`src/pkg/idle_domain_control_consts.svh`:
```
// constants of the idle domain control block: offsets, bit positions, reset values
`ifndef IDLE_DOMAIN_CONTROL_CONSTS_SVH
`define IDLE_DOMAIN_CONTROL_CONSTS_SVH

// ----------------------------------------
// register indices (byte address is four times the index)
// ----------------------------------------
`define IDC_IDX_CONFIG 16'h0001
`define IDC_IDX_STATE 16'h0002
`define IDC_IDX_SELECT 16'h9400
`define IDC_IDX_EVENT 16'h0010
`define IDC_IDX_MASK 16'h0011

// ----------------------------------------
// domain bit positions, shared by request and state layouts
// ----------------------------------------
`define IDC_BIT_CORE 0
`define IDC_BIT_MASTER 1
`define IDC_BIT_ICACHE 2
`define IDC_BIT_SLAVE 3
`define IDC_BIT_CLKGEN 4
`define IDC_BIT_EXTMEM 5
`define IDC_BIT_IOPORT 6
`define IDC_BIT_DMAHOST 7
`define IDC_BIT_FETCH 8
`define IDC_BIT_CONFIRM 9

// ----------------------------------------
// event bit positions
// ----------------------------------------
`define IDC_EVT_BUSERR 0
`define IDC_EVT_ENTER 1
`define IDC_EVT_WAKE 2

// ----------------------------------------
// reset values, writable masks and the clock dependency mask
// ----------------------------------------
`define IDC_CONFIG_RST 16'h0000
`define IDC_STATE_RST 16'h0000
`define IDC_SELECT_RST 16'h0000
`define IDC_EVENT_RST 16'h0000
`define IDC_MASK_RST 16'h0000
`define IDC_CONFIG_WMASK 16'h03FF
`define IDC_SELECT_WMASK 16'h3FFF
`define IDC_EVENT_WMASK 16'h0007
`define IDC_CLKGEN_DEPS 16'h03E7

`endif

```
`src/pkg/idle_domain_control_pkg.sv`:
```
// types of the idle domain control block
package idle_domain_control_pkg;

  typedef enum logic [1:0]
  {
    SEQ_RUN = 2'b00,
    SEQ_CHECK = 2'b01,
    SEQ_SLEEP = 2'b11,
    SEQ_WAKE = 2'b10
  } seq_state_type;

  typedef struct packed
  {
    logic sel;
    logic enable;
    logic write;
    logic [31:0] addr;
    logic [31:0] wdata;
  } apb_req_type;

  typedef struct packed
  {
    logic busErr;
    logic entered;
    logic woke;
    logic [15:0] state;
  } idle_result_type;

endpackage

```
`src/verilog/idle_seq_fsm.sv`:
```
// idle sequencer: checks the request set and tracks which domains sleep
`timescale 1ns/1ps
`include "idle_domain_control_consts.svh"
module idle_seq_fsm
  import idle_domain_control_pkg::*;
(
  // clock and reset
  input wire logic clk,
  input wire logic rst,
  // core side
  input wire logic idleExec,
  input wire logic wake,
  input wire logic [15:0] cfg,
  // result
  output idle_result_type result,
  output seq_state_type seqState
);

  seq_state_type state_q;
  seq_state_type state_d;
  logic [15:0] latched_q;
  idle_result_type result_q;
  idle_result_type result_d;

  // ----------------------------------------
  // consistency of the request set
  // ----------------------------------------
  wire clkReq = latched_q[`IDC_BIT_CLKGEN];
  wire clkConfirm = latched_q[`IDC_BIT_CONFIRM];
  wire clkGenOff = clkReq & clkConfirm;
  // confirm without request is simply ignored: generator stays up
  wire depsMissing = (latched_q & `IDC_CLKGEN_DEPS) != `IDC_CLKGEN_DEPS;
  wire reqError = clkReq & (~clkConfirm | depsMissing);

  // ----------------------------------------
  // disabled-domain vector
  // ----------------------------------------
  logic [15:0] offVec;
  always_comb
  begin
    offVec = 16'h0000;
    offVec[`IDC_BIT_CORE] = latched_q[`IDC_BIT_CORE];
    offVec[`IDC_BIT_MASTER] = latched_q[`IDC_BIT_MASTER];
    offVec[`IDC_BIT_ICACHE] = latched_q[`IDC_BIT_ICACHE];
    offVec[`IDC_BIT_SLAVE] = latched_q[`IDC_BIT_SLAVE];
    offVec[`IDC_BIT_CLKGEN] = clkGenOff;
    offVec[`IDC_BIT_EXTMEM] = latched_q[`IDC_BIT_EXTMEM];
    offVec[`IDC_BIT_IOPORT] = latched_q[`IDC_BIT_IOPORT];
    offVec[`IDC_BIT_DMAHOST] = latched_q[`IDC_BIT_DMAHOST];
    offVec[`IDC_BIT_FETCH] = latched_q[`IDC_BIT_FETCH];
  end

  // ----------------------------------------
  // sequence
  // ----------------------------------------
  always_comb
  begin
    state_d = state_q;
    result_d = result_q;
    result_d.busErr = 1'b0;
    result_d.entered = 1'b0;
    result_d.woke = 1'b0;
    case (state_q)
      SEQ_RUN:
        if (idleExec)
          state_d = SEQ_CHECK;
      SEQ_CHECK:
        if (reqError)
        begin
          result_d.busErr = 1'b1;
          state_d = SEQ_RUN;
        end
        else
        begin
          result_d.state = offVec;
          result_d.entered = 1'b1;
          state_d = SEQ_SLEEP;
        end
      SEQ_SLEEP:
        if (wake)
          state_d = SEQ_WAKE;
      SEQ_WAKE:
      begin
        result_d.state = `IDC_STATE_RST;
        result_d.woke = 1'b1;
        state_d = SEQ_RUN;
      end
      default:
        state_d = SEQ_RUN;
    endcase
  end

  always_ff @(posedge clk)
  begin
    if (rst)
    begin
      state_q <= SEQ_RUN;
      latched_q <= `IDC_CONFIG_RST;
      result_q <= '0;
    end
    else
    begin
      state_q <= state_d;
      result_q <= result_d;
      if (state_q == SEQ_RUN && idleExec)
        latched_q <= cfg;
    end
  end

  assign result = result_q;
  assign seqState = state_q;

endmodule

```
`src/verilog/idle_domain_control.sv`:
```
// idle domain control: apb registers, request check, domain disables, interrupt
//
// Operation
// clock generator idles only with request and confirm
// request without confirm raises bus error
// clock idle needs all other requests set; the code does not need the slave request, bit 3
// clock generator idle stops system clock
// peripheral request disables selected peripherals only
// cache request disables instruction cache
// master request disables dma and host port
// core request disables the core
// read-only state register, eight bits, reset zero; the code has nine, bits 0 to 8
// state bit one while domain disabled
// confirm bit nine, read/write, reset zero
// state bits follow actual entry and wake
//
// Implementation choices: the APB register port and the placing of the registers.
`timescale 1ns/1ps
`include "idle_domain_control_consts.svh"
module idle_domain_control
  import idle_domain_control_pkg::*;
(
  // clock and reset
  input wire logic clk,
  input wire logic rst,
  // apb slave
  input wire logic psel,
  input wire logic penable,
  input wire logic pwrite,
  input wire logic [31:0] paddr,
  input wire logic [31:0] pwdata,
  output logic [31:0] prdata,
  output logic pready,
  output logic pslverr,
  // core handshake
  input wire logic idleExec,
  input wire logic wakeEvent,
  // domain controls
  output logic [15:0] domainOff,
  output logic [15:0] periphOff,
  output logic sysClkStop,
  // interrupts
  output logic busErrIrq,
  output logic irq
);

  // ----------------------------------------
  // address decode
  // ----------------------------------------
  function automatic logic addrHit(input logic [31:0] addr, input logic [15:0] idx);
    addrHit = addr == {14'h0000, idx, 2'b00};
  endfunction

  apb_req_type req;
  assign req.sel = psel;
  assign req.enable = penable;
  assign req.write = pwrite;
  assign req.addr = paddr;
  assign req.wdata = pwdata;

  wire hitConfig = addrHit(req.addr, `IDC_IDX_CONFIG);
  wire hitState = addrHit(req.addr, `IDC_IDX_STATE);
  wire hitSelect = addrHit(req.addr, `IDC_IDX_SELECT);
  wire hitEvent = addrHit(req.addr, `IDC_IDX_EVENT);
  wire hitMask = addrHit(req.addr, `IDC_IDX_MASK);
  wire hitAny = hitConfig | hitState | hitSelect | hitEvent | hitMask;

  // ----------------------------------------
  // registers
  // ----------------------------------------
  logic pready_q;
  logic pslverr_q;
  logic [31:0] prdata_q;
  logic [15:0] config_q;
  logic [15:0] select_q;
  logic [15:0] event_q;
  logic [15:0] mask_q;
  logic [15:0] domainOff_q;
  logic [15:0] periphOff_q;
  logic sysClkStop_q;
  logic busErrIrq_q;
  logic irq_q;

  logic [15:0] config_d;
  logic [15:0] select_d;
  logic [15:0] event_d;
  logic [15:0] mask_d;
  logic [15:0] eventSet;

  // ----------------------------------------
  // bus phase decode
  // ----------------------------------------
  // one wait state: pready rises on the second access cycle, from a flop
  wire accessPhase = req.sel & req.enable;
  wire finishing = accessPhase & pready_q;
  wire wrStrobe = finishing & req.write & hitAny;
  wire rdStrobe = accessPhase & ~pready_q & ~req.write;
  wire pready_d = accessPhase & ~pready_q;
  // error flag rises with pready, so the pin needs no gating after the flop
  wire pslverr_d = accessPhase & ~pready_q & ~hitAny;

  // ----------------------------------------
  // write enables
  // ----------------------------------------
  wire wrConfig = wrStrobe & hitConfig;
  wire wrSelect = wrStrobe & hitSelect;
  wire wrEvent = wrStrobe & hitEvent;
  wire wrMask = wrStrobe & hitMask;

  // ----------------------------------------
  // sequencer
  // ----------------------------------------
  idle_result_type seqResult;
  seq_state_type seqState;

  idle_seq_fsm seq
  (
    .clk(clk),
    .rst(rst),
    .idleExec(idleExec),
    .wake(wakeEvent),
    .cfg(config_q),
    .result(seqResult),
    .seqState(seqState)
  );

  // ----------------------------------------
  // next-state of software registers
  // ----------------------------------------
  // confirm and requests are plain read/write; upper bits stay zero
  assign config_d = wrConfig ? (req.wdata[15:0] & `IDC_CONFIG_WMASK) : config_q;
  assign select_d = wrSelect ? (req.wdata[15:0] & `IDC_SELECT_WMASK) : select_q;
  assign mask_d = wrMask ? (req.wdata[15:0] & `IDC_EVENT_WMASK) : mask_q;

  always_comb
  begin
    eventSet = 16'h0000;
    eventSet[`IDC_EVT_BUSERR] = seqResult.busErr;
    eventSet[`IDC_EVT_ENTER] = seqResult.entered;
    eventSet[`IDC_EVT_WAKE] = seqResult.woke;
  end

  // write-one-to-clear; a new event in the same cycle wins over the clear
  wire [15:0] eventClr = wrEvent ? (req.wdata[15:0] & `IDC_EVENT_WMASK) : 16'h0000;
  assign event_d = (event_q & ~eventClr) | eventSet;

  // ----------------------------------------
  // read mux
  // ----------------------------------------
  // state register has no write path, writes to it are dropped
  wire [15:0] rdValue =
    hitConfig ? config_q :
    hitState ? seqResult.state :
    hitSelect ? select_q :
    hitEvent ? event_q :
    hitMask ? mask_q : 16'h0000;
  // captured in the first access cycle, so it is steady while pready stands
  wire [31:0] prdata_d = rdStrobe ? {16'h0000, rdValue} : prdata_q;

  // ----------------------------------------
  // domain controls
  // ----------------------------------------
  wire sleeping = seqState == SEQ_SLEEP;
  // per-peripheral disables only while the slave-module domain is down
  wire [15:0] periphOff_d = seqResult.state[`IDC_BIT_SLAVE] ? select_q : 16'h0000;
  // the gate cell outside stops the clock; wake logic sits on an always-on clock
  wire sysClkStop_d = sleeping & seqResult.state[`IDC_BIT_CLKGEN];
  wire [15:0] domainOff_d = seqResult.state;

  // ----------------------------------------
  // interrupt
  // ----------------------------------------
  wire busErrIrq_d = event_d[`IDC_EVT_BUSERR] & mask_d[`IDC_EVT_BUSERR];
  // looks at the next flag values, so a new event reaches the pin one cycle sooner
  wire irq_d = |(event_d & mask_d);

  // ----------------------------------------
  // bus flops
  // ----------------------------------------
  always_ff @(posedge clk)
  begin
    if (rst)
    begin
      pready_q <= 1'b0;
    end
    else
    begin
      pready_q <= pready_d;
    end
  end

  always_ff @(posedge clk)
  begin
    if (rst)
    begin
      pslverr_q <= 1'b0;
    end
    else
    begin
      pslverr_q <= pslverr_d;
    end
  end

  always_ff @(posedge clk)
  begin
    if (rst)
    begin
      prdata_q <= 32'h00000000;
    end
    else
    begin
      prdata_q <= prdata_d;
    end
  end

  // ----------------------------------------
  // register flops
  // ----------------------------------------
  // reserved bits are masked at write, so they always read back zero
  always_ff @(posedge clk)
  begin
    if (rst)
    begin
      config_q <= `IDC_CONFIG_RST;
    end
    else
    begin
      config_q <= config_d;
    end
  end

  always_ff @(posedge clk)
  begin
    if (rst)
    begin
      select_q <= `IDC_SELECT_RST;
    end
    else
    begin
      select_q <= select_d;
    end
  end

  always_ff @(posedge clk)
  begin
    if (rst)
    begin
      event_q <= `IDC_EVENT_RST;
    end
    else
    begin
      event_q <= event_d;
    end
  end

  always_ff @(posedge clk)
  begin
    if (rst)
    begin
      mask_q <= `IDC_MASK_RST;
    end
    else
    begin
      mask_q <= mask_d;
    end
  end

  // ----------------------------------------
  // output flops
  // ----------------------------------------
  always_ff @(posedge clk)
  begin
    if (rst)
    begin
      domainOff_q <= `IDC_STATE_RST;
    end
    else
    begin
      domainOff_q <= domainOff_d;
    end
  end

  always_ff @(posedge clk)
  begin
    if (rst)
    begin
      periphOff_q <= 16'h0000;
    end
    else
    begin
      periphOff_q <= periphOff_d;
    end
  end

  // clock stop is a level for an outside gate cell; it drops in the same cycle as the state clears, one cycle before domainOff
  always_ff @(posedge clk)
  begin
    if (rst)
    begin
      sysClkStop_q <= 1'b0;
    end
    else
    begin
      sysClkStop_q <= sysClkStop_d;
    end
  end

  // ----------------------------------------
  // interrupt flops
  // ----------------------------------------
  always_ff @(posedge clk)
  begin
    if (rst)
    begin
      busErrIrq_q <= 1'b0;
    end
    else
    begin
      busErrIrq_q <= busErrIrq_d;
    end
  end

  always_ff @(posedge clk)
  begin
    if (rst)
    begin
      irq_q <= 1'b0;
    end
    else
    begin
      irq_q <= irq_d;
    end
  end

  assign prdata = prdata_q;
  assign pready = pready_q;
  assign pslverr = pslverr_q;
  assign domainOff = domainOff_q;
  assign periphOff = periphOff_q;
  assign sysClkStop = sysClkStop_q;
  assign busErrIrq = busErrIrq_q;
  assign irq = irq_q;

endmodule

```
`config.mk`:
```
export PLATFORM = sky130hd
export DESIGN_NAME = idle_domain_control
export DESIGN_NICKNAME = d
export VERILOG_FILES = /design/src/pkg/idle_domain_control_pkg.sv /design/src/verilog/idle_seq_fsm.sv /design/src/verilog/idle_domain_control.sv
export VERILOG_INCLUDE_DIRS = /design/src /design/src/pkg
export SDC_FILE = /design/constraint.sdc
export NUM_CORES = 1
export LEC_CHECK = 0
export ABC_AREA = 1
export BUFFER_PORTS_ARGS = -buffer_cell sky130_fd_sc_hd__buf_2
export CAP_MARGIN = 20
export CORE_MARGIN = 1
export CORE_UTILIZATION = 45
export DETAILED_ROUTE_END_ITERATION = 10
export PLACE_DENSITY = 0.87
export SKIP_CTS_REPAIR_TIMING = 1
export SYNTH_ARGS = -nofsm -noshare
export SYNTH_HDL_FRONTEND = slang
export SYNTH_SLANG_ARGS = --single-unit
```
`constraint.sdc`:
```
create_clock -name clk -period 2 [get_ports clk]
set_input_delay 0.5 -clock clk [delete_from_list [all_inputs] [get_ports clk]]
set_output_delay 0.5 -clock clk [all_outputs]
set_load 0.005 [all_outputs]
```
==> summary.md, run 1 <==
| Metric | Value |
|---|---|
| Drt first pass iters | 5 |
| Detailed placement HPWL | between 7 and 8 mm |
| Via count | around 3700 |
| Highest routed layer | met4 |
| Detail-routed via count per cell | 5.04 |
| Wire length of the first global-routing pass | between 15 and 20 mm |
| Post-synthesis register bit count | 96 |
| Cells on Worst Hold Path | 3 |
| Share of layout cells above drive strength 1 | about a quarter |
| Cell count after placement | around 720 |
| Crit start category | primary input |
| Met3 wire len | 643 um |
| Arrival time worst endpoint | between 2000 and 2500 ps |
| Vertical die dimension | around 96 um |
| Avg Synthesized Cell Area | roughly 7.7 um^2 |
| Total DRC errors in the routed layout | 0 |
| Hold slack | 389 ps |
| Total chip power | approximately 0.0035 W |
| Average wire length per cell after detail routing | between 10 and 15 um |
| Synth cell types | 29 |
| Starting density of the core | 47.4% |
| Global Route Usage Sum | roughly 22% |
| # rows | 33 |
| Finished Layout Cells | 740 |
| Crit share post-route | 91.1% |
| Internal portion of total power | 0.00255 W |
| Power share of the combinational group | around 8.2% |
| Antenna violations before repair | 0 |
| Synthesized area | ~0.004 mm^2 |
| Number of max-slew violations in the final report | 0 |
| Maximum number of buffers from clock root to sink | 2 |
| Top-level I/O count | 140 |
| Number of CTS-inserted buffers | 9 |
| Horizontal die dimension | around 96 um |
| TritonCTS clock tree | yes |
| Count of nets left with antenna violations after detail routing | 0 |
| Clock edge transition at the registers on the reported setup and hold paths | approximately 110 ps |
| Leakage | 2.14 nW |
| Seq/Total Area, Yosys | between 40% and 50% |
| Max cap viols | 0 |
| Data required time of the critical path | around 2200 ps |
| Synth warn | 0 |
| Count of cells along the worst register-to-register path | 7 |
| Power density cells | 729 mW/mm^2 |
| Setup total negative slack | 0 ps |
| IO Port Bufs | 94 |
| Maximum ir drop on the vdd rail | between 400 and 500 uV |
| Clock period minus worst slack | 1820 ps |
| Final wirelength | 9.53 mm |
| Die area | ~0.0092 mm^2 |
| Signed area change from the synthesized netlist to the final layout | 20.5% |
| CTS H-tree lvls | 3 |
| Largest fanout on the critical path | 10 |
| Via count of the first global-routing pass | between 3000 and 4000 |
| Starting DRT DRC Count | 255 |
| Setup slack of the critical path after layout | ~180 ps |
| Setup repair after global routing missed its margin | no |
| Worst-case setup slack after placement | -183 ps |
| Routed wl met2 | between 4 and 5 mm |
| Kind of end point of the critical path | flop |
| Post-synthesis instance total | a little over 500 |
| Layout Nets | about 700 |
| Worst setup skew after layout | between 10 and 15 ps |
| Number of diodes | 0 |
| Switching power | 0.000937 W |
| Routability congestion estimate | 0.861 |
| Aggregate global routing overflow | 0 |
| Core Region | ~0.0084 mm^2 |
| Clk Latency, worst-skew pair | 370 ps |
| Highest clock rate | approximately 550 MHz |
| Classification of the worst-slack hold path | primary input to flop |
| Met1 wire length | between 3 and 4 mm |
| Status | finished clean |
| Final hold vios | 0 |
| Share of total power in sequential cells | 56.8% |
| Setup violations, final | 0 |
| Number of clock sinks | 96 |
| Cell chosen for the clock root | sky130_fd_sc_hd__clkbuf_8 |
| Setup CP Type | primary input to flop |
| Least-Margin Pin Slew | between 500 and 600 ps |
| Share of total power in the clock network | a little over a third |
| Largest net degree at the start of global routing | 35 |
| Switching power share of the total | between 20% and 30% |
| Worst rel slew slack | about 63% |
==> worst max-delay path: stages <==
cell and delay (ps):
sky130_fd_sc_hd__buf_2 110, sky130_fd_sc_hd__nor2_1 150, sky130_fd_sc_hd__nand2_2 140, sky130_fd_sc_hd__nor2_4 170, sky130_fd_sc_hd__nand2_1 120, sky130_fd_sc_hd__nor2_4 130
sky130_fd_sc_hd__nor2_1 60, sky130_fd_sc_hd__nand3_2 80, sky130_fd_sc_hd__and2_4 150, sky130_fd_sc_hd__nand2_2 120, sky130_fd_sc_hd__o21ai_0 260, sky130_fd_sc_hd__a21oi_1 80
==> cell usage after synthesis, drive strengths merged <==
library cell	instances	share of area, %
dfxtp	96	48
buf	30	5.8
nand3	15	2.4
nand4	8	1.3
nand2	78	7.7
o32ai	8	1.8
o22ai	1	0.16
a221oi	5	1.1
a21oi	51	6.4
nor3	7	0.88
and2	2	0.38
or2	1	0.16
o211ai	1	0.19
a31oi	3	0.47
conb	1	0.094
inv	71	6.7
nor2	81	8.9
o21ai	43	5.4
nor4	1	0.54
clkbuf	13	1.2
==> routing by layer <==
layer,track usage (%),up-vias
li1,-,1836
met1,22.8,1738
met2,40.0,130
met3,6.64,26
met4,8.96,0
met5,0,-
==> cells in the final DEF, fill, tap and decap left out, drive strengths merged <==
cell	n
a21oi	51
a221oi	5
a31oi	3
and2	2
buf	120
clkbuf	9
clkinv	3
clkinvlp	1
conb	27
dfxtp	96
inv	74
nand2	78
nand3	15
nand4	8
nor2	81
nor3	7
nor4	1
o211ai	1
o21ai	43
o22ai	1
o32ai	8
or2	1
==> path summary, 6_finish.rpt <==
kind                    startpoint             to  slack, ps
hold / removal          pwdata[10]   select_q[10]        390
setup / recovery          paddr[9]    config_q[0]        180
hold reg to reg        select_q[0]   periphOff[0]        460
setup reg to reg  seq.latched_q[5]  seq.result[0]        370
==> metrics by stage <==
| step | cell area, um^2 | util, % |
|---|---|---|
| finish | 4790 | 57.1 |
| floorplan | 4070 | - |
| global placement | 4590 | 54.7 |
| detailed placement | 4590 | 54.7 |
| global route | 4790 | 57.1 |
| CTS | 4790 | 57.1 |
==> flip-flops by register name (all words and copies together), names as in the netlist, 2 cells and up <==
name and flops:
config_q 10, domainOff 9, event_q 3, mask_q 3, periphOff 14, prdata 14, select_q 14, seq.latched_q 10
seq.result 12, seq.seqState 2
==> layout make-up <==
type	instances	area [um^2]
fill	762	3590
sequential	96	1920
multi-input combinational	332	1600
clock inverter	7	75.1
clock buffer	9	124
timing repair buffer	120	666
tap	105	131
inverter	71	267
==> kinds of logic (layout without fill, tap and decap cells) <==
kind of cell,Yosys count,after routing,synth area share [%]
simple gates,193,193,22.3
other cells,1,27,0.0944
flops,96,96,48.4
buf+inv,114,207,13.7
compound gates,112,112,15.5
==> power groups by stage <==
| stage | Clock (W) | Sequential [W] | Combinational [W] |
|---|---|---|---|
| after floorplan | 0 | 0.00202 | 0.000201 |
| after global placement | 0 | 0.00202 | 0.000272 |
| after detailed placement | 0 | 0.00203 | 0.000282 |
| after CTS | 0.00124 | 0.00198 | 0.000285 |
| after global routing | 0.00133 | 0.00199 | 0.000331 |
| final | 0.00122 | 0.00198 | 0.000288 |
No activity file was read; power rests on OpenSTA's default activity.
==> run 2: changes to the inputs <==
CELL_PAD_IN_SITES_DETAIL_PLACEMENT = 1   (was unset)
CELL_PAD_IN_SITES_GLOBAL_PLACEMENT = 2   (was unset)
CORE_UTILIZATION = 24   (was 45)
PLACE_DENSITY = 0.85   (was 0.87)
==> summary.md, run 2 (synthesized netlist as in run 1, its figures left out) <==
| Metric | Value |
|---|---|
| Classification of the worst-slack hold path | primary input to flop |
| Via count | 3696 (-0.91%) |
| Worst rel slew slack | 57.6% (-5.2 points) |
| Finished layout cell area | 0.00509 mm^2 (+6.2%) |
| Via count of the first global-routing pass | 3838 (+6.1%) |
| CTS H-tree lvls | 3 (unchanged) |
| Number of diodes | 0 (unchanged) |
| Average wire length per cell after detail routing | 13.8 um (+7.0%) |
| Internal portion of total power | 0.00306 W (+20%) |
| Power density cells | 802 mW/mm^2 (+10%) |
| Share of total power in the clock network | 44.0% (+9.0 points) |
| Signed area change from the synthesized netlist to the final layout | 28.0% |
| Horizontal die dimension | 131 um (+36%) |
| Start point of the worst hold path | pwdata[13] |
| Largest fanout on the critical path | 10 (unchanged) |
| Switching power | 0.00102 W (+8.7%) |
| Maximum ir drop on the vdd rail | 410 uV (-13%) |
| Status | finished clean |
| Crit start category | primary input |
| Worst R2R Start | seq.latched_q[8] |
| # rows | 46 (+39%) |
| Detail-routed via count per cell | 4.32 (-14%) |
| Power share of the combinational group | 7.4% (-0.8 points) |
| Aggregate global routing overflow | 0 (unchanged) |
| Leakage | 2.24 nW (+4.7%) |
| Cell chosen for the clock root | sky130_fd_sc_hd__clkbuf_16 |
| Launching element of the worst setup path | paddr[29] |
| Hold slack | 415 ps (+26.4 ps) |
| Switching power share of the total | 25.0% (-1.9 points) |
| Global Route Usage Sum | 14.6% (-7.1 points) |
| Setup violations, final | 0 (unchanged) |
| Number of clock sinks | 96 (unchanged) |
| Arrival time worst endpoint | 2030 ps (-40 ps) |
| Drt first pass iters | 4 (-1) |
| Placed cell areas | 0.00477 mm^2 (+4.0%) |
| Die area | 0.0171 mm^2 (+85%) |
| Total DRC errors in the routed layout | 0 (unchanged) |
| Largest net degree at the start of global routing | 36 (+2.9%) |
| TritonCTS clock tree | yes |
| Clock edge transition at the registers on the reported setup and hold paths | 70 ps (-40 ps) |
| Highest clock rate | 557 MHz (+1.5%) |
| Clk Latency, worst-skew pair | 350 ps (-20 ps) |
| Max cap viols | 0 (unchanged) |
| Clock period minus worst slack | 1800 ps (-26.5 ps) |
| Layout Nets | 705 (+0.57%) |
| Share of total power in sequential cells | 48.6% (-8.2 points) |
| Worst setup skew after layout | 9.65 ps (-1.67 ps) |
| Maximum number of buffers from clock root to sink | 2 (unchanged) |
| Top-level I/O count | 140 (unchanged) |
| Setup CP Type | primary input to flop |
| Share of layout cells above drive strength 1 | 25.2% (+0.47 points) |
| Count of nets left with antenna violations after detail routing | 0 (unchanged) |
| Setup repair after global routing missed its margin | no |
| Wire length of the first global-routing pass | 18.9 mm (+24%) |
| Vertical die dimension | 131 um (+36%) |
| Starting DRT DRC Count | 158 (-38%) |
| Data required time of the critical path | 2240 ps (about the same) |
| Crit share post-route | 89.8% (-1.3 points) |
| Least-Margin Pin Slew | 634 ps (+77.4 ps) |
| IO Port Bufs | 94 (unchanged) |
| Routability congestion estimate | 0.769 (-11%) |
| Core Region | 0.0160 mm^2 (+91%) |
| Number of max-slew violations in the final report | 0 (unchanged) |
| Number of CTS-inserted buffers | 9 (unchanged) |
| Starting density of the core | 24.8% (-23 points) |
| Leading cell type in the layout, fill and taps excluded | sky130_fd_sc_hd__dfxtp_1 |
| Top library cells by usage in the layout, fill and taps aside | 96 x sky130_fd_sc_hd__dfxtp_1, 94 x sky130_fd_sc_hd__buf_2, 74 x sky130_fd_sc_hd__nand2_1 |
| Detailed placement HPWL | 9.12 mm (+27%) |
| Final wirelength | 11.8 mm (+24%) |
| Kind of end point of the critical path | flop |
| Antenna violations before repair | 1 (+1) |
| Final hold vios | 0 (unchanged) |
[run 2: cell count changes in the layout (fill, tap and decap cells not counted), sizes merged]
cell,before,now
clkinvlp,1,0
bufinv,0,1
buf,120,124
[run 2: final timing paths]
check	end	slack, ps	depth (start not counted)
min	select_q[13]	420	3
max reg2reg	seq.result[0]	350	7
min reg2reg	seq.latched_q[3]	450	2
max	config_q[4]	200	12
[run 2: per-layer routing]
metal | global-route usage, % | vias to the layer above | routed length, um | part of all wire (%)
li1 | - | 1845 | - | -
met1 | 16.9 | 1763 | 5100 | 43
met2 | 26.1 | 74 | 6000 | 51
met3 | 4.32 | 12 | 546 | 4.6
met4 | 4.06 | 2 | 128 | 1.1
met5 | 0 | - | 11 | 0.093
[run 2: cell type report]
class,instances,area (um^2)
clock buffers,9,225
well taps,216,270
inverters,71,267
repair buffers,124,708
multi-input cells,332,1610
flip-flops and latches,96,1920
fillers,2041,10900
clock inverters,7,86.3
[run 2: power by group through the flow]
stage | clock [W] | combinational, W | sequential (W)
finish | 0.00179 | 0.000302 | 0.00198
detailed placement | 0 | 0.000302 | 0.00203
CTS | 0.00185 | 0.000304 | 0.00198
global placement | 0 | 0.000289 | 0.00202
global route | 0.00191 | 0.000344 | 0.00199
floorplan | 0 | 0.000201 | 0.00202
[run 2: through the flow]
step	TNS (ps)	total power, W	cells	setup WS (ps)	utilization, %
global placement	-1490	0.00231	839	-104	29.8
global route	0	0.00424	855	15.2	31.8
detailed placement	-4470	0.00233	839	-213	29.8
CTS	0	0.00413	855	164	31.8
floorplan	0	0.00222	542	78.5	-
finish	0	0.00408	855	205	31.8
[run 2: worst max-delay path, cell delays in order]
cell	delay, ps
sky130_fd_sc_hd__buf_2	90
sky130_fd_sc_hd__nor2_1	160
sky130_fd_sc_hd__nand2_1	120
sky130_fd_sc_hd__nor2_4	160
sky130_fd_sc_hd__nand2_4	100
sky130_fd_sc_hd__nor2_2	170
sky130_fd_sc_hd__nor2_2	70
sky130_fd_sc_hd__nand3_2	70
sky130_fd_sc_hd__and2_4	170
sky130_fd_sc_hd__nand2_2	130
sky130_fd_sc_hd__o21ai_0	220
sky130_fd_sc_hd__a21oi_1	60
